--- src/cod_pkg.sv ---
/*
 Package for the operand address decoder: opcodes, cycle counts, addressing
 forms, segment codes, APB register map and packed carriers.
 Assumes a 32-bit APB slave on a single 125 MHz clock.
*/
`default_nettype none
package cod_pkg;
  // ==========================================
  // opcodes and cycle counts
  localparam logic [7:0] COD_OP_CARRY_INV = 8'hf5;
  localparam logic [7:0] COD_OP_BUS_HOLD = 8'hf0;
  localparam logic [7:0] COD_OP_IRQ_MASK = 8'hfa;
  localparam logic [7:0] COD_OP_IRQ_UNMASK = 8'hfb;
  localparam logic [7:0] COD_OP_DIR_CLEAR = 8'hfc;
  localparam logic [7:0] COD_OP_DIR_SET = 8'hfd;
  localparam logic [2:0] COD_SEG_PFX_HI = 3'h1;
  localparam logic [2:0] COD_SEG_PFX_LO = 3'h6;
  localparam logic [7:0] COD_CTRL_CYCLES = 8'h02;
  localparam logic [7:0] COD_EA_CYCLES = 8'h04;
  localparam logic [7:0] COD_WORD_XFER_CYCLES = 8'h04;
  // ==========================================
  // addressing forms and segments
  localparam logic [1:0] COD_FORM_NODISP = 2'h0;
  localparam logic [1:0] COD_FORM_DISP8 = 2'h1;
  localparam logic [1:0] COD_FORM_DISP16 = 2'h2;
  localparam logic [1:0] COD_FORM_REG = 2'h3;
  localparam logic [2:0] COD_SEL_DIRECT = 3'h6;
  localparam logic [1:0] COD_SEG_EXTRA = 2'h0;
  localparam logic [1:0] COD_SEG_CODE = 2'h1;
  localparam logic [1:0] COD_SEG_STACK = 2'h2;
  localparam logic [1:0] COD_SEG_DATA = 2'h3;
  // ==========================================
  // register map (byte addresses)
  localparam logic [7:0] COD_ADDR_CTRL = 8'h00;
  localparam logic [7:0] COD_ADDR_BYTES = 8'h04;
  localparam logic [7:0] COD_ADDR_BASE_SRC = 8'h08;
  localparam logic [7:0] COD_ADDR_FRAME_DST = 8'h0c;
  localparam logic [7:0] COD_ADDR_STATUS = 8'h10;
  localparam logic [7:0] COD_ADDR_OFFSET = 8'h14;
  localparam logic [7:0] COD_ADDR_ID = 8'h18;
  localparam logic [31:0] COD_ID_VALUE = 32'h0000c0de; // arbitrary value
  localparam logic [2:0] COD_FLAGS_RESET = 3'h0;
  typedef struct packed
  {
    logic [15:0] basew;
    logic [15:0] source_index;
    logic [15:0] frame_base;
    logic [15:0] dest_index;
  } cod_ptr_t;
  typedef struct packed
  {
    logic [15:0] offset;
    logic [1:0] seg;
    logic is_reg;
    logic [3:0] gpr_code;
    logic [1:0] disp_bytes;
    logic [7:0] cycles;
  } cod_res_t;
endpackage
`default_nettype wire

--- src/cod_decoder.sv ---
/*
 Operand address decoder: software loads instruction bytes and pointer
 values over APB, starts a decode, and reads offset, segment, register
 selection, cycle count and the processor-control flags it maintains.
 Assumes a single APB master on pclk; no other bus or clock.
*/
// The APB interface to the registers and the address map were left to the implementer.
`timescale 1ns/1ns
`default_nettype none
module cod_decoder
(
  input wire logic pclk, // 125 MHz clock
  input wire logic presetn, // async reset, active low
  input wire logic psel, // apb select
  input wire logic penable, // apb access phase
  input wire logic pwrite, // apb direction
  input wire logic [7:0] paddr, // apb byte address
  input wire logic [31:0] pwdata, // apb write data
  output logic [31:0] prdata, // apb read data
  output logic pready, // apb ready
  output logic pslverr, // apb error on unmapped address
  output logic bus_lock // bus hold for next instruction
);
  import cod_pkg::*;

  // ==========================================
  // bus decode
  wire acc = psel && penable;
  wire wr = acc && pwrite;
  wire hit_ctrl = paddr == COD_ADDR_CTRL;
  wire hit_bytes = paddr == COD_ADDR_BYTES;
  wire hit_bs = paddr == COD_ADDR_BASE_SRC;
  wire hit_fd = paddr == COD_ADDR_FRAME_DST;
  wire hit_st = paddr == COD_ADDR_STATUS;
  wire hit_off = paddr == COD_ADDR_OFFSET;
  wire hit_id = paddr == COD_ADDR_ID;
  wire mapped = hit_ctrl | hit_bytes | hit_bs | hit_fd | hit_st | hit_off | hit_id;

  // ==========================================
  // software-written registers
  // bytes_reg: [7:0] prefix, [15:8] opcode/modrm, [31:16] disp low,high
  logic [31:0] bytes_reg;
  logic [31:0] bs_reg;
  logic [31:0] fd_reg;
  logic [3:0] ctrl_reg; // [0] prefix valid [1] width [2] string dst [3] start
  cod_res_t res_reg;
  cod_res_t res_next;
  logic carry_reg;
  logic irq_en_reg;
  logic dir_reg;
  logic lock_reg;
  logic done_reg;
  cod_ptr_t ptr;

  assign ptr = '{basew: bs_reg[15:0], source_index: bs_reg[31:16],
                 frame_base: fd_reg[15:0], dest_index: fd_reg[31:16]};

  // ==========================================
  // field extraction
  wire [7:0] pfx = bytes_reg[7:0];
  wire [7:0] opb = bytes_reg[15:8];
  wire [1:0] form = opb[7:6];
  wire [2:0] gpr_sel = opb[5:3];
  wire [2:0] opnd_sel = opb[2:0];
  wire width = ctrl_reg[1];
  wire strdst = ctrl_reg[2];
  wire pfx_seg = ctrl_reg[0] && pfx[7:5] == COD_SEG_PFX_HI &&
                 pfx[2:0] == COD_SEG_PFX_LO;
  wire pfx_lock = ctrl_reg[0] && pfx == COD_OP_BUS_HOLD;
  wire is_direct = form == COD_FORM_NODISP && opnd_sel == COD_SEL_DIRECT;
  // displacement bytes sit right after the second byte, ahead of immediates
  wire [15:0] disp16 = {bytes_reg[31:24], bytes_reg[23:16]};
  wire [15:0] disp8 = {{8{bytes_reg[23]}}, bytes_reg[23:16]};

  // offset selection per addressing form
  logic [15:0] disp_val;
  logic [1:0] disp_cnt;
  always_comb
  begin
    disp_val = 16'h0000;
    disp_cnt = 2'h0;
    unique case (form)
      COD_FORM_NODISP:
      begin
        if (is_direct)
        begin
          disp_val = disp16;
          disp_cnt = 2'h2;
        end
      end
      COD_FORM_DISP8:
      begin
        disp_val = disp8;
        disp_cnt = 2'h1;
      end
      COD_FORM_DISP16:
      begin
        disp_val = disp16;
        disp_cnt = 2'h2;
      end
      COD_FORM_REG: disp_cnt = 2'h0;
    endcase
  end

  // base register sum per operand select
  logic [15:0] base_sum;
  always_comb
  begin
    unique case (opnd_sel)
      3'h0: base_sum = ptr.basew + ptr.source_index;
      3'h1: base_sum = ptr.basew + ptr.dest_index;
      3'h2: base_sum = ptr.frame_base + ptr.source_index;
      3'h3: base_sum = ptr.frame_base + ptr.dest_index;
      3'h4: base_sum = ptr.source_index;
      3'h5: base_sum = ptr.dest_index;
      3'h6: base_sum = is_direct ? 16'h0000 : ptr.frame_base;
      3'h7: base_sum = ptr.basew;
    endcase
  end

  // segment choice: string destination beats override beats defaults
  wire frame_based = !is_direct && (opnd_sel == 3'h2 || opnd_sel == 3'h3 || opnd_sel == 3'h6);
  logic [1:0] seg_sel;
  always_comb
  begin
    if (strdst)
      seg_sel = COD_SEG_EXTRA;
    else if (pfx_seg)
      seg_sel = pfx[4:3];
    else if (frame_based)
      seg_sel = COD_SEG_STACK;
    else
      seg_sel = COD_SEG_DATA;
  end

  // gpr code: bit 3 is width, low 3 bits index word or byte order
  wire [3:0] gpr_code = {width, gpr_sel};
  wire is_reg_form = form == COD_FORM_REG;
  // a memory operand pays the address time; word adds per transfer
  wire [7:0] mem_cycles = COD_EA_CYCLES +
                          (width ? COD_WORD_XFER_CYCLES : 8'h00);

  wire is_ctrl = opb == COD_OP_CARRY_INV || opb == COD_OP_IRQ_MASK ||
                 opb == COD_OP_IRQ_UNMASK || opb == COD_OP_DIR_CLEAR || opb == COD_OP_DIR_SET;

  always_comb
  begin
    res_next.offset = is_reg_form ? 16'h0000 : 16'(base_sum + disp_val);
    res_next.seg = seg_sel;
    res_next.is_reg = is_reg_form;
    res_next.gpr_code = is_reg_form ? {width, opnd_sel} : gpr_code;
    res_next.disp_bytes = disp_cnt;
    res_next.cycles = is_ctrl ? COD_CTRL_CYCLES : (is_reg_form ? 8'h00 : mem_cycles);
  end

  wire start = wr && hit_ctrl && pwdata[3];

  // ==========================================
  // state registers
  always_ff @(posedge pclk or negedge presetn)
  begin
    if (!presetn)
    begin
      bytes_reg <= 32'h00000000;
      bs_reg <= 32'h00000000;
      fd_reg <= 32'h00000000;
      ctrl_reg <= 4'h0;
    end
    else
    begin
      if (wr && hit_bytes) bytes_reg <= pwdata;
      if (wr && hit_bs) bs_reg <= pwdata;
      if (wr && hit_fd) fd_reg <= pwdata;
      if (wr && hit_ctrl) ctrl_reg <= pwdata[3:0]; // start bit stands one cycle only
      else ctrl_reg[3] <= 1'b0;
    end
  end

  // decode result and flags update one cycle after the start write
  always_ff @(posedge pclk or negedge presetn)
  begin
    if (!presetn)
    begin
      res_reg <= '0;
      {carry_reg, irq_en_reg, dir_reg} <= COD_FLAGS_RESET;
      lock_reg <= 1'b0;
      done_reg <= 1'b0;
    end
    else
    begin
      done_reg <= ctrl_reg[3] ? 1'b1 : (start ? 1'b0 : done_reg);
      if (ctrl_reg[3])
      begin
        res_reg <= res_next;
        lock_reg <= pfx_lock;
        if (opb == COD_OP_CARRY_INV) carry_reg <= !carry_reg;
        if (opb == COD_OP_IRQ_MASK) irq_en_reg <= 1'b0;
        if (opb == COD_OP_IRQ_UNMASK) irq_en_reg <= 1'b1;
        if (opb == COD_OP_DIR_CLEAR) dir_reg <= 1'b0;
        if (opb == COD_OP_DIR_SET) dir_reg <= 1'b1;
      end
    end
  end

  // ==========================================
  // read mux; always zero-wait, unmapped reads zero with error
  wire [31:0] status_word = {8'h00, res_reg.cycles, 2'h0, res_reg.disp_bytes,
                             res_reg.gpr_code, res_reg.is_reg, res_reg.seg,
                             done_reg, lock_reg, dir_reg, irq_en_reg, carry_reg};
  assign prdata = hit_ctrl ? {28'h0000000, ctrl_reg} :
                  hit_bytes ? bytes_reg :
                  hit_bs ? bs_reg :
                  hit_fd ? fd_reg :
                  hit_st ? status_word :
                  hit_off ? {16'h0000, res_reg.offset} :
                  hit_id ? COD_ID_VALUE : 32'h00000000;
  assign pready = 1'b1;
  assign pslverr = acc && !mapped;
  assign bus_lock = lock_reg;

  // ==========================================
  // checks
  // each check looks one edge after the start pulse, when results and flags land
  a_carry_flip: assert property (@(posedge pclk) disable iff (!presetn)
    ctrl_reg[3] && opb == COD_OP_CARRY_INV |=> carry_reg != $past(carry_reg))
    else $error("carry not inverted");
  a_lock_set: assert property (@(posedge pclk) disable iff (!presetn)
    ctrl_reg[3] && pfx_lock |=> bus_lock)
    else $error("bus hold not applied");
  a_lock_clear: assert property (@(posedge pclk) disable iff (!presetn)
    ctrl_reg[3] && !pfx_lock |=> !bus_lock)
    else $error("bus hold left on without prefix");
  a_irq_flag: assert property (@(posedge pclk) disable iff (!presetn)
    ctrl_reg[3] && opb == COD_OP_IRQ_MASK |=> !irq_en_reg && res_reg.cycles == 8'h02)
    else $error("interrupt enable not cleared");
  a_irq_set: assert property (@(posedge pclk) disable iff (!presetn)
    ctrl_reg[3] && opb == COD_OP_IRQ_UNMASK |=> irq_en_reg && res_reg.cycles == 8'h02)
    else $error("interrupt enable not set");
  a_dir_flag: assert property (@(posedge pclk) disable iff (!presetn)
    ctrl_reg[3] && opb == COD_OP_DIR_SET |=> dir_reg && res_reg.cycles == 8'h02)
    else $error("direction not set");
  a_dir_clear: assert property (@(posedge pclk) disable iff (!presetn)
    ctrl_reg[3] && opb == COD_OP_DIR_CLEAR |=> !dir_reg && res_reg.cycles == 8'h02)
    else $error("direction not cleared");
  a_reg_form: assert property (@(posedge pclk) disable iff (!presetn)
    ctrl_reg[3] && is_reg_form |=> res_reg.is_reg && res_reg.disp_bytes == 2'h0)
    else $error("register form wrong");
  a_nodisp_zero: assert property (@(posedge pclk) disable iff (!presetn)
    ctrl_reg[3] && form == 2'h0 && !is_direct |=> res_reg.disp_bytes == 2'h0)
    else $error("displacement counted for form without one");
  a_disp_sext: assert property (@(posedge pclk) disable iff (!presetn)
    ctrl_reg[3] && form == 2'h1 && opnd_sel == 3'h4 |=> res_reg.offset ==
      16'($past(ptr.source_index) + {{8{$past(bytes_reg[23])}}, $past(bytes_reg[23:16])}))
    else $error("byte displacement not sign extended");
  a_wide_disp: assert property (@(posedge pclk) disable iff (!presetn)
    ctrl_reg[3] && form == 2'h2 && opnd_sel == 3'h6 |=>
      res_reg.offset == 16'($past(ptr.frame_base) + $past(bytes_reg[31:16])))
    else $error("word displacement wrong");
  a_direct_addr: assert property (@(posedge pclk) disable iff (!presetn)
    ctrl_reg[3] && is_direct |=> res_reg.offset == $past(disp16) && res_reg.disp_bytes == 2'h2)
    else $error("direct address wrong");
  a_byte_cycles: assert property (@(posedge pclk) disable iff (!presetn)
    ctrl_reg[3] && !is_ctrl && !is_reg_form && !width |=> res_reg.cycles == 8'h04)
    else $error("byte memory cycles wrong");
  a_word_cycles: assert property (@(posedge pclk) disable iff (!presetn)
    ctrl_reg[3] && !is_ctrl && !is_reg_form && width |=> res_reg.cycles == 8'h08)
    else $error("word memory cycles wrong");
  a_override_seg: assert property (@(posedge pclk) disable iff (!presetn)
    ctrl_reg[3] && !strdst && pfx_seg |=> res_reg.seg == $past(pfx[4:3]))
    else $error("segment override not applied");
  a_string_seg: assert property (@(posedge pclk) disable iff (!presetn)
    ctrl_reg[3] && strdst |=> res_reg.seg == COD_SEG_EXTRA)
    else $error("string destination not in extra segment");
  a_frame_seg: assert property (@(posedge pclk) disable iff (!presetn)
    ctrl_reg[3] && !strdst && !pfx_seg && frame_based |=> res_reg.seg == COD_SEG_STACK)
    else $error("frame operand not in stack segment");
  a_data_seg: assert property (@(posedge pclk) disable iff (!presetn)
    ctrl_reg[3] && !strdst && !pfx_seg && !frame_based |=> res_reg.seg == COD_SEG_DATA)
    else $error("default operand not in data segment");
  // main scenarios: override, direct address, carry, string destination, word access
  c_override: cover property (@(posedge pclk) disable iff (!presetn) ctrl_reg[3] && pfx_seg);
  c_direct: cover property (@(posedge pclk) disable iff (!presetn) ctrl_reg[3] && is_direct);
  c_carry: cover property (@(posedge pclk) disable iff (!presetn) ctrl_reg[3] && opb == COD_OP_CARRY_INV);
  c_string: cover property (@(posedge pclk) disable iff (!presetn) ctrl_reg[3] && strdst);
  c_word: cover property (@(posedge pclk) disable iff (!presetn) ctrl_reg[3] && width);
endmodule // cod_decoder
`default_nettype wire

--- config.mk ---
export PLATFORM = sky130hd
export DESIGN_NAME = cod_decoder
export DESIGN_NICKNAME = d
export VERILOG_FILES = /design/src/cod_pkg.sv /design/src/cod_decoder.sv
export SDC_FILE = /design/constraint.sdc
export NUM_CORES = 1
export LEC_CHECK = 0
export BUFFER_PORTS_ARGS = -buffer_cell sky130_fd_sc_hd__buf_2
export CAP_MARGIN = 10
export CORE_MARGIN = 2
export CORE_UTILIZATION = 61
export CTS_CLUSTER_DIAMETER = 50
export DETAILED_ROUTE_END_ITERATION = 16
export GPL_TIMING_DRIVEN = 0
export PLACE_DENSITY = 0.86
export SLEW_MARGIN = 15
export SYNTH_ARGS = -nofsm -noshare
export SYNTH_HDL_FRONTEND = slang
export SYNTH_SLANG_ARGS = --single-unit
export TNS_END_PERCENT = 50
--- constraint.sdc ---
create_clock -name pclk -period 5.5 [get_ports pclk]
set_input_delay 0.275 -clock pclk [delete_from_list [all_inputs] [get_ports pclk]]
set_output_delay 0.275 -clock pclk [all_outputs]
set_load 0.02 [all_outputs]
* Word-level counts from Yosys, hierarchy flattened
Cells that the tools add are included.
Word-level totals: register bits after elaboration 138, bits in latches 0, memory bits (writable) 0, ROM bits 0, input bits 45, output and inout port bits 35, word-level logic and storage cells 111, memories 0
Cells by class: add/subtract/negate cells 6, multiply operators 0, divide/modulo/power cells 0, $lt $le $gt $ge 0, equality and inequality tests 24, shift operators 0, muxes and demuxes 28, bitwise operators 6, reductions and logical operators 31
Operators with widths (count):
- 32-bit two-way mux | 4
- 16-bit case mux with 8 select lines | 1
- 16-bit adder | 5
- 16-bit two-way mux | 5
- 8-bit equality test, second input constant | 6
- 16-bit case mux with 3 select lines | 1
- 8-bit by 5-bit equality test with 1-bit output, second input constant | 3
- 24-bit two-way mux | 1
- 8-bit by 4-bit equality test with 1-bit output, second input constant | 2
- 3-bit equality test, second input constant | 5
- 1-bit logical AND | 13
- 8-bit by 3-bit equality test with 1-bit output, second input constant | 1
- 8-bit logical NOT | 1
- 1-bit two-way mux | 8
- 4-bit two-way mux | 2
- 2-bit case mux with 4 select lines | 1
- 3-bit by 1-bit equality test with 1-bit output, second input constant | 2
- 3-bit by 2-bit equality test with 1-bit output, second input constant | 2
- 1-bit logical OR | 6
- 2-bit two-way mux | 3
- 3-bit two-way mux | 2
- 1-bit OR | 6
- 2-bit AND reduction | 3
- 2-bit nonzero test | 3
- other kinds (6) | 9

* Longest topological paths before layout
Gate-level depths: netlist of the first run.
depth in word-level cells 9, depth in mapped cells 24

* Least setup slack after synthesis of the first run
No wires, ideal clock.
path kind register -> register, from reg bytes_reg[9], to reg res_reg[32] (netlist name), arrival time 4923 ps, data required time 5404 ps, path slack 482 ps, cell stages (with the launch flop) 23, buffers on the path 2, clock period less this slack 5018 ps, cell sequence dfrtp_1 -> buf_4 -> nor3_4 -> clkbuf_1 -> mux2_2 -> ha_1 -> nor2b_1 -> o21ai_0 -> a21oi_1 -> o21a_1 -> nor2_1 -> o21ai_0 -> xnor2_1 -> a221oi_1 -> ha_1 -> and3_1 -> a221o_1 -> a41oi_2 -> a21o_1 -> mux2i_1 -> xor2_1 -> a21oi_1 -> o32ai_2
Between the ends: word-level cells in the longest chain between the ends 6
Ends and longest elaborated chain:
- start, declared | line cod_decoder.sv:42 | logic [31:0] bytes_reg;
- start signal, assigned | line cod_decoder.sv:171 | if (wr && hit_bytes) bytes_reg <= pwdata;
- 3-bit equality test | line cod_decoder.sv:70, cod_decoder.sv:109
- 1-bit logical AND | line cod_decoder.sv:70 | wire is_direct = form == COD_FORM_NODISP && opnd_sel == COD_SEL_DIRECT;
- 16-bit two-way mux (on tied branches) | line cod_decoder.sv:116, cod_decoder.sv:85
- 16-bit case mux with 8 select lines or 16-bit case mux with 3 select lines (tied branches) | line cod_decoder.sv:109, cod_decoder.sv:82
- 16-bit adder * | line cod_decoder.sv:148 | res_next.offset = is_reg_form ? 16'h0000 : 16'(base_sum + disp_val);
- 16-bit two-way mux * | line cod_decoder.sv:148
- end signal, assigned | line cod_decoder.sv:194 | res_reg <= res_next;
- end, declared | line cod_decoder.sv:46 | cod_res_t res_reg;
Mark *: on every way between the ends. The rest lies on a longest branch, timed or not. A chain may end at the register's enable or synchronous reset.

* Worst setup path after layout of the first run
from reg bytes_reg[10], to reg res_reg[32] (netlist name)
Same word-level chain as after synthesis.

==> results.rst, run 1 <==
.. list-table::
   :header-rows: 1

   * - Metric
     - Value
   * - CTS Buf Count
     - 17
   * - Top flip-flop cell by instance count after synthesis
     - sky130_fd_sc_hd__dfrtp_1
   * - Setup TNS
     - 0 ns
   * - P_leak
     - 5.29 nW
   * - Clock latency on the worst-skew pair
     - 0.44 ns
   * - Overall die area
     - 0.0166 mm²
   * - DRC violations left
     - 0
   * - Routed length per instance
     - 24.5 µm
   * - EDFF count, synth
     - 0
   * - Total congestion overflow after global routing
     - 0
   * - Library cell with the largest summed area after synthesis
     - sky130_fd_sc_hd__dfrtp_1
   * - Max-cap violations
     - 0
   * - Initial DRC Count
     - 1254
   * - Startpoint types
     - flop
   * - Type of the worst setup path
     - flop to flop
   * - Final clock period utilization by the worst path
     - 98.5%
   * - Part of the Yosys area used for sequential elements
     - 35.0%
   * - Finished Layout Cells
     - 1337
   * - Port Buffers
     - 77
   * - Maximum count of clock buffers along a single path
     - 2
   * - Wire length after detailed routing
     - 32.8 mm
   * - Initial antenna violation count
     - 3
   * - Slew Limit Fails
     - 0
   * - First-pass GRT wire length
     - 49.4 mm
   * - Highest net fanout along the worst path
     - 8
   * - Async set-reset flop share out of synthesis
     - 100%
   * - Final count of hold timing violations
     - 0
   * - Endpoints failing setup
     - 0
   * - Max rail drop VDD
     - 0.223 mV
   * - Top area cells in the synthesized netlist
     - sky130_fd_sc_hd__dfrtp_1 (35%), sky130_fd_sc_hd__mux2_2 (10%), sky130_fd_sc_hd__ha_1 (6.2%)
   * - #FFs+latches synth
     - 133
   * - Final critical delay including setup and external delays
     - 5.42 ns
   * - Post-synthesis net count
     - 1124
   * - # IOs
     - 80
   * - Standard cell area after detailed placement
     - 0.0102 mm²
   * - Highest clock rate
     - 185 MHz
   * - CTS clk-pin slew, worst paths
     - 0.06 ns
   * - Number of instances in the synthesized netlist
     - 1029
   * - Mean area per synthesized cell
     - 9.24 µm²
   * - Arrival time of the worst setup path
     - 5.76 ns
   * - Share of layout cells above drive strength 1
     - 22.0%
   * - DPL Wire Length
     - 23.5 mm
   * - Root buffer cell
     - sky130_fd_sc_hd__clkbuf_16
   * - Power per unit of standard cell area
     - 214 mW/mm²
   * - Total number of vias
     - 9105
   * - Post-synthesis to final-layout area growth
     - 14.3%
   * - Warnings from Yosys
     - 0
   * - Fraction of synthesized cell area taken by the top area cell type
     - 35.0%
   * - Initial core utilization
     - 62.5%
   * - Final Cell Area
     - 0.0109 mm²
   * - Final net count
     - 1230
   * - Count of TritonRoute iterations in the first routing pass
     - 7
   * - Total of fill cells in the finished design
     - 1158
   * - Worst relative slew slack
     - 19.6%
   * - GRT Overall Usage
     - 40.3%
   * - Required time worst endpoint
     - 5.84 ns
   * - Die span in x
     - 129 µm
   * - Worst hold slack across all endpoints
     - 0.0717 ns
   * - Std-Cell Core Area
     - 0.0152 mm²
   * - Status
     - complete, no violations
   * - Number of H-tree branching levels
     - 4
   * - Setup slack of the critical path after layout
     - 0.0824 ns
   * - Most instantiated cells after synthesis
     - sky130_fd_sc_hd__dfrtp_1 (133), sky130_fd_sc_hd__o21ai_0 (94), sky130_fd_sc_hd__nand2_1 (92)
   * - Placement-stage worst setup slack
     - -0.667 ns
   * - Total design power
     - 2.32 mW
   * - DP Cell Count
     - 1295
   * - RD Place Congestion
     - 1.01
   * - Die Y-Extent
     - 129 µm
   * - Final clock skew
     - 0.00707 ns
   * - Measured slew at the worst slew-check pin
     - 1.20 ns
   * - Clock tree from TritonCTS
     - yes
   * - Cell with the most instances after synthesis
     - sky130_fd_sc_hd__dfrtp_1
   * - Critical Path Max Stage Delay
     - 0.60 ns
   * - Routed via count divided by cell count
     - 6.81
   * - Via count of the first global-routing pass
     - 8602
   * - Total clock sinks
     - 133
   * - Class of the worst hold path
     - input pin to flop
   * - Synthesized area
     - 0.00951 mm²
   * - Cell-by-cell listing of the critical path
     - buf_4, nor3_4, buf_6, buf_4, mux2_2, ha_1, a21oi_1, nand4b_1, nand2_1, xor2_1, nor2_1, o21ai_0, ha_1, a21o_1, a221o_1, a41oi_2, a21o_1, mux2i_1, xor2_1, a21oi_1, o32ai_2
   * - Count of nets left with antenna violations after detail routing
     - 0
   * - End-of-flow core utilization
     - 71.5%
   * - Post-synth cell types
     - 71
   * - Core Rows
     - 45
   * - Worst Setup End Kind
     - flop
   * - Pin count of the biggest net entering global routing
     - 84
   * - Slowest stage cell, crit path
     - sky130_fd_sc_hd__o21ai_0
where the power goes:
part | internal (mW) | leakage (nW) | total, mW | switching (mW)
registers | 0.992 | 1.78 | 1.01 | 0.0176
logic | 0.0737 | 3.24 | 0.201 | 0.128
clock network | 0.636 | 0.273 | 1.11 | 0.477
total | 1.70 | 5.29 | 2.32 | 0.622
layout by cell type (no fill, tap or decap), types with 5 or more instances in the layout:
master / count
sky130_fd_sc_hd__dfrtp_1: 133
sky130_fd_sc_hd__nor2_1: 37
sky130_fd_sc_hd__buf_2: 85
sky130_fd_sc_hd__clkbuf_16: 17
sky130_fd_sc_hd__o21ai_1: 10
sky130_fd_sc_hd__nand2_1: 91
sky130_fd_sc_hd__o21bai_1: 10
sky130_fd_sc_hd__o21a_1: 9
sky130_fd_sc_hd__nor3_1: 12
sky130_fd_sc_hd__and3_1: 7
sky130_fd_sc_hd__buf_4: 12
sky130_fd_sc_hd__o32ai_1: 7
sky130_fd_sc_hd__a221oi_1: 11
sky130_fd_sc_hd__a21o_1: 23
sky130_fd_sc_hd__mux2_2: 88
sky130_fd_sc_hd__clkinv_4: 5
sky130_fd_sc_hd__o22ai_1: 14
sky130_fd_sc_hd__nand2b_1: 6
sky130_fd_sc_hd__mux2_1: 24
sky130_fd_sc_hd__mux2i_1: 35
sky130_fd_sc_hd__buf_6: 7
sky130_fd_sc_hd__buf_1: 7
sky130_fd_sc_hd__nor2b_1: 11
sky130_fd_sc_hd__and2_1: 12
sky130_fd_sc_hd__xor2_1: 14
sky130_fd_sc_hd__xnor2_1: 19
sky130_fd_sc_hd__clkbuf_1: 29
sky130_fd_sc_hd__o21ai_0: 91
sky130_fd_sc_hd__or3_1: 5
sky130_fd_sc_hd__nand3_1: 24
sky130_fd_sc_hd__a21oi_1: 62
sky130_fd_sc_hd__a22oi_1: 27
sky130_fd_sc_hd__inv_1: 61
sky130_fd_sc_hd__a31oi_1: 9
sky130_fd_sc_hd__ha_1: 47
kinds of logic after synthesis:
logic type / after synthesis / synth area share (%)
AOI/OAI and AO/OA: 312 / 20.8
and+or+nand+nor: 232 / 11.8
muxes: 147 / 17.0
DFF: 133 / 35.0
buffers and inverters: 121 / 5.48
adders and majority gates: 50 / 6.82
xor gates and xnor gates: 33 / 3.04
other: 1 / 0.0394
cell type report:
class                           instances  area (µm²)  share of cell area, %
Inverter                               63         236                   2.18
Buffer                                 58         303                   2.79
Timing Repair Buffer                   87         493                   4.54
Clock buffer                           18         439                   4.04
Clock inverter                         14         129                   1.19
Antenna cell                            1        2.50                 0.0230
Multi-Input combinational cell        775        5700                   52.5
Sequential cell                       133        3330                   30.6
Tap cell                              188         235                   2.16
per-layer routing:
metal | up-vias | wire length, µm | global-route usage [%]
met4 | 2 | 1680 | 17.9
li1 | 3952 | - | -
met5 | - | 15 | 0
met2 | 673 | 14300 | 61.3
met3 | 150 | 4150 | 11.2
met1 | 4328 | 12700 | 54.1
critical path: cells and delay by family, from the launching register on:
kind                     cells  cell delay, ns
flip-flops                   1            0.37
XOR/XNOR                     2            0.37
adder cells (fa/ha/maj)      2            0.68
multiplexers                 2            0.62
buffers and inverters        3            0.52
AND/OR/NAND/NOR              4            0.66
AO/OA/AOI/OAI                8            2.07
final timing paths:
path | from | endpoint | slack, ns | cells past startpoint
max in group asynchronous | presetn | res_reg[16]$_DFFE_PN0P_ | 4.36 | 3
setup reg to reg | bytes_reg[10]$_DFFE_PN0P_ | res_reg[32]$_DFFE_PN0P_ | 0.08 | 21
hold / removal | pwdata[28] | fd_reg[28]$_DFFE_PN0P_ | 0.07 | 3
min in group asynchronous | presetn | fd_reg[5]$_DFFE_PN0P_ | 0.35 | 2
hold reg to reg | carry_reg$_DFFE_PN0P_ | carry_reg$_DFFE_PN0P_ | 0.48 | 1
setup / recovery | bytes_reg[10]$_DFFE_PN0P_ | res_reg[32]$_DFFE_PN0P_ | 0.08 | 21
repair_timing:
| action | in CTS | in global routing |
|---|---|---|
| pin swaps | 1 | 9 |
| hold buffers | 1 | 0 |
| gates resized for setup | 8 | 17 |
| gates cloned | 0 | 0 |
| setup buffers | 3 | 5 |
| endpoints found under the setup margin | 7 | 2 |
| endpoints found under the hold margin | 50 | 0 |
Power figures use the tool's default switching activity.
==> inputs of run 2 (changes only) <==
--- a/config.mk
+++ b/config.mk
@@ -5,6 +5,7 @@
 export SDC_FILE = /design/constraint.sdc
 export NUM_CORES = 1
 export LEC_CHECK = 0
+export ABC_AREA = 1
 export BUFFER_PORTS_ARGS = -buffer_cell sky130_fd_sc_hd__buf_2
 export CAP_MARGIN = 10
 export CORE_MARGIN = 2
@@ -12,6 +13,7 @@
 export CTS_CLUSTER_DIAMETER = 50
 export DETAILED_ROUTE_END_ITERATION = 16
 export GPL_TIMING_DRIVEN = 0
+export HOLD_SLACK_MARGIN = 0.12
 export PLACE_DENSITY = 0.86
 export SLEW_MARGIN = 15
 export SYNTH_ARGS = -nofsm -noshare
==> constraint.sdc (replaced) <==
create_clock -name pclk -period 5.5 [get_ports pclk]
set_input_delay 0.275 -clock pclk [delete_from_list [all_inputs] [get_ports pclk]]
set_output_delay 0.275 -clock pclk [all_outputs]
set_load 0.005 [all_outputs]
==> results.rst, run 2 <==
.. list-table::
   :header-rows: 1

   * - Metric
     - Value
   * - DRC violations left
     - 0
   * - Start point of the worst min-delay path
     - pwdata[28]
   * - Setup TNS
     - 0 ns
   * - Mean area per synthesized cell
     - 7.38 µm²
   * - Measured slew at the worst slew-check pin
     - 0.743 ns
   * - Slowest stage cell, crit path
     - sky130_fd_sc_hd__o21ai_0
   * - Worst reg2reg startpoint
     - bytes_reg[10]$_DFFE_PN0P_
   * - Finished Layout Cells
     - 1664
   * - Library cell with the largest summed area after synthesis
     - sky130_fd_sc_hd__dfrtp_1
   * - Gate power share
     - 6.8%
   * - Internal Pwr Total
     - 1.76 mW
   * - Total of fill cells in the finished design
     - 1253
   * - Sequential cell area in the final layout
     - 0.00333 mm²
   * - DPL Wire Length
     - 30.2 mm
   * - Total clock sinks
     - 133
   * - Highest net fanout along the worst path
     - 10
   * - Async set-reset flop share out of synthesis
     - 100%
   * - Max-cap violations
     - 0
   * - Overall die area
     - 0.0172 mm²
   * - End-of-flow core utilization
     - 70.5%
   * - Standard cell area after detailed placement
     - 0.0105 mm²
   * - Setup slack of the critical path after layout
     - 0.338 ns
   * - Arrival time of the worst setup path
     - 5.43 ns
   * - Area share of and/or/nand/nor cells after synthesis
     - 23.2%
   * - Die span in x
     - 131 µm
   * - Maximum count of clock buffers along a single path
     - 2
   * - Synthesized area
     - 0.00985 mm²
   * - Root buffer cell
     - sky130_fd_sc_hd__clkbuf_16
   * - EDFF count, synth
     - 0
   * - Most common cell after layout, fill and taps aside
     - sky130_fd_sc_hd__nand2_1
   * - Die Y-Extent
     - 131 µm
   * - Critical Path Max Stage Delay
     - 0.45 ns
   * - Adder-cell area share of the yosys netlist
     - 6.58%
   * - Worst R2R Setup Slack
     - 0.34 ns
   * - Clock tree from TritonCTS
     - yes
   * - Part of the Yosys area used for sequential elements
     - 33.8%
   * - Count of nets left with antenna violations after detail routing
     - 0
   * - RSZ-0062 raised after global routing
     - no
   * - Total design power
     - 2.41 mW
   * - Cell with the most instances on the worst path
     - sky130_fd_sc_hd__o21ai_0
   * - Final count of hold timing violations
     - 0
   * - Startpoint types
     - flop
   * - CTS clk-pin slew, worst paths
     - 0.07 ns
   * - Post-CTS setup buffer count
     - 0
   * - Final clock period utilization by the worst path
     - 93.9%
   * - Placement-stage worst setup slack
     - 0.651 ns
   * - Sequential group share of total power
     - 41.9%
   * - DP Cell Count
     - 1630
   * - Clock latency on the worst-skew pair
     - 0.44 ns
   * - Warnings from Yosys
     - 0
   * - Total number of vias
     - 10.8k
   * - Final critical delay including setup and external delays
     - 5.16 ns
   * - Number of H-tree branching levels
     - 4
   * - Class of the worst hold path
     - input pin to flop
   * - Share of layout cells above drive strength 1
     - 17.8%
   * - Most instantiated cells after synthesis
     - sky130_fd_sc_hd__nand2_1 (358), sky130_fd_sc_hd__inv_1 (166), sky130_fd_sc_hd__dfrtp_1 (133)
   * - Port Buffers
     - 78
   * - Via count of the first global-routing pass
     - 9899
   * - Depth of the worst hold-timing path
     - 3
   * - Wire length after detailed routing
     - 41.2 mm
   * - Proportion of synthesized area in mux cells
     - 0.102%
   * - First-pass GRT wire length
     - 59.9 mm
   * - R2R depth
     - 24
   * - Post-synth cell types
     - 63
   * - Initial antenna violation count
     - 0
   * - Post-synthesis to final-layout area growth
     - 13.3%
   * - Std-Cell Core Area
     - 0.0158 mm²
   * - Main combinational cell family by area after synthesis
     - compound AO/OA/AOI/OAI gates
   * - Post-synthesis net count
     - 1430
   * - Final clock skew
     - 0.0169 ns
   * - Routed via count divided by cell count
     - 6.49
   * - Count of TritonRoute iterations in the first routing pass
     - 9
   * - Fraction of synthesized cell area taken by the top area cell type
     - 33.8%
   * - Endpoints failing setup
     - 0
   * - Worst Setup End Kind
     - flop
   * - Sum of buffers and inverters on the critical path
     - 6
   * - Initial DRC Count
     - 1569
   * - Type of the worst setup path
     - flop to flop
   * - Pin count of the biggest net entering global routing
     - 90
   * - Highest clock rate
     - 194 MHz
   * - Commonest cells after routing, fill and taps aside
     - sky130_fd_sc_hd__nand2_1 (358), sky130_fd_sc_hd__inv_1 (166), sky130_fd_sc_hd__dfrtp_1 (133)
   * - # IOs
     - 80
   * - Worst relative slew slack
     - 50.5%
   * - #FFs+latches synth
     - 133
   * - Power per unit of standard cell area
     - 216 mW/mm²
   * - Number of instances in the synthesized netlist
     - 1335
   * - Xor-xnor portion of the synthesized cell area
     - 0.889%
   * - Status
     - complete, no violations
   * - Top flip-flop cell by instance count after synthesis
     - sky130_fd_sc_hd__dfrtp_1
   * - Required time worst endpoint
     - 5.77 ns
   * - Worst hold slack across all endpoints
     - 0.136 ns
   * - Relative contribution of the clock network to total power
     - 51.3%
   * - Cell-by-cell listing of the critical path
     - buf_4, inv_2, nand3_1, clkbuf_1, nand2_1, o21ai_0, ha_1, inv_1, fa_1, inv_1, nand2_1, o21ai_0, nand4_1, nand3_1, a21oi_1, o21ai_0, a21oi_1, ha_1, inv_1, o31ai_1, a21oi_1, nand2_1, o21ai_0, o21ai_0
   * - Compound-gate portion of the synthesized area
     - 24.9%
   * - RD Place Congestion
     - 1.04
   * - Slew Limit Fails
     - 0
   * - Final Cell Area
     - 0.0112 mm²
   * - Cell family with most CP delay
     - compound AO/OA/AOI/OAI gates
   * - RR Endpoint
     - res_reg[31]$_DFFE_PN0P_
   * - Hold-critical path endpoint
     - bytes_reg[28]$_DFFE_PN0P_
   * - CTS Buf Count
     - 17
   * - GRT Overall Usage
     - 48.5%
   * - Final net count
     - 1529
   * - Cell with the most instances after synthesis
     - sky130_fd_sc_hd__nand2_1
   * - Routed length per instance
     - 24.7 µm
   * - Initial core utilization
     - 62.2%
   * - P_leak
     - 5.50 nW
   * - Core Rows
     - 46
   * - Sw frac
     - 26.9%
   * - Max rail drop VDD
     - 0.261 mV
   * - Area of the multi-input gates
     - 0.00549 mm²
   * - Top area cells in the synthesized netlist
     - sky130_fd_sc_hd__dfrtp_1 (34%), sky130_fd_sc_hd__nand2_1 (14%), sky130_fd_sc_hd__inv_1 (6.3%)
   * - NetSw
     - 0.649 mW
   * - Total congestion overflow after global routing
     - 0
## run 2: cell types whose count changed in the layout (fill, tap and decap cells not counted), sizes merged, moves of 32 or more
cell / change
a21oi: +32
inv: +116
o21ai: +108
nand2: +271
mux2i: -34
mux2: -112
nand3: +34
## run 2: cell families after synthesis
group | count (synthesis)
other | 1
adder cells (fa/ha/maj) | 50
XOR/XNOR | 10
multiplexers | 1
AND/OR/NAND/NOR | 526
buffers and inverters | 228
AO/OA/AOI/OAI | 386
flip-flops | 133
## run 2: worst max path at each step
stage / start / end / slack [ns] / cells past startpoint
final: bytes_reg[10]$_DFFE_PN0P_ / res_reg[31]$_DFFE_PN0P_ / 0.34 / 24
after floorplan: bytes_reg[10]$_DFFE_PN0P_ / res_reg[32]$_DFFE_PN0P_ / 1.74 / 26
after CTS: bytes_reg[10]$_DFFE_PN0P_ / res_reg[32]$_DFFE_PN0P_ / 0.61 / 27
after global placement: bytes_reg[10]$_DFFE_PN0P_ / res_reg[30]$_DFFE_PN0P_ / 0.64 / 21
after global routing: bytes_reg[10]$_DFFE_PN0P_ / res_reg[30]$_DFFE_PN0P_ / 0.01 / 22
after detailed placement: bytes_reg[10]$_DFFE_PN0P_ / res_reg[32]$_DFFE_PN0P_ / 0.65 / 26
## run 2: timing repair
item | in CTS | in global routing
setup endpoints to repair | 0 | 1
resized for setup | 0 | 1
hold endpoints to repair | 44 | 0
hold buffers | 1 | 0
## run 2: layer usage
layer | wire length, µm | track usage (%) | vias up
met5 | 0 | 0 | -
met4 | 2380 | 23.7 | 0
met3 | 5810 | 15.2 | 200
met2 | 17400 | 71.1 | 891
met1 | 15600 | 65.3 | 5031
li1 | - | - | 4681
## run 2: final cells by class
class | instances | area share, %
tap | 216 | 2.42
timing repair buffer | 80 | 3.89
antenna | 1 | 0.0224
inverter | 177 | 5.98
buffer | 51 | 3.29
clock inverter | 13 | 1.52
clock buffer | 19 | 3.88
sequential | 133 | 29.8
multi-input combinational | 974 | 49.2
## run 2: power by group through the flow
| stage | registers [mW] | clock network [mW] | logic, mW |
|---|---|---|---|
| 2_1_floorplan | 1.02 | 0 | 0.0834 |
| 3_3_place_gp | 1.02 | 0 | 0.146 |
| 3_5_place_dp | 1.02 | 0 | 0.155 |
| 4_1_cts | 1.01 | 1.21 | 0.159 |
| 5_1_grt | 1.01 | 1.25 | 0.179 |
| 6_report | 1.01 | 1.24 | 0.163 |
## run 2: tightest hold or removal path, cell delays in order
cell and delay (ns):
sky130_fd_sc_hd__buf_2 0.07, sky130_fd_sc_hd__inv_1 0.07, sky130_fd_sc_hd__o21ai_2 0.13
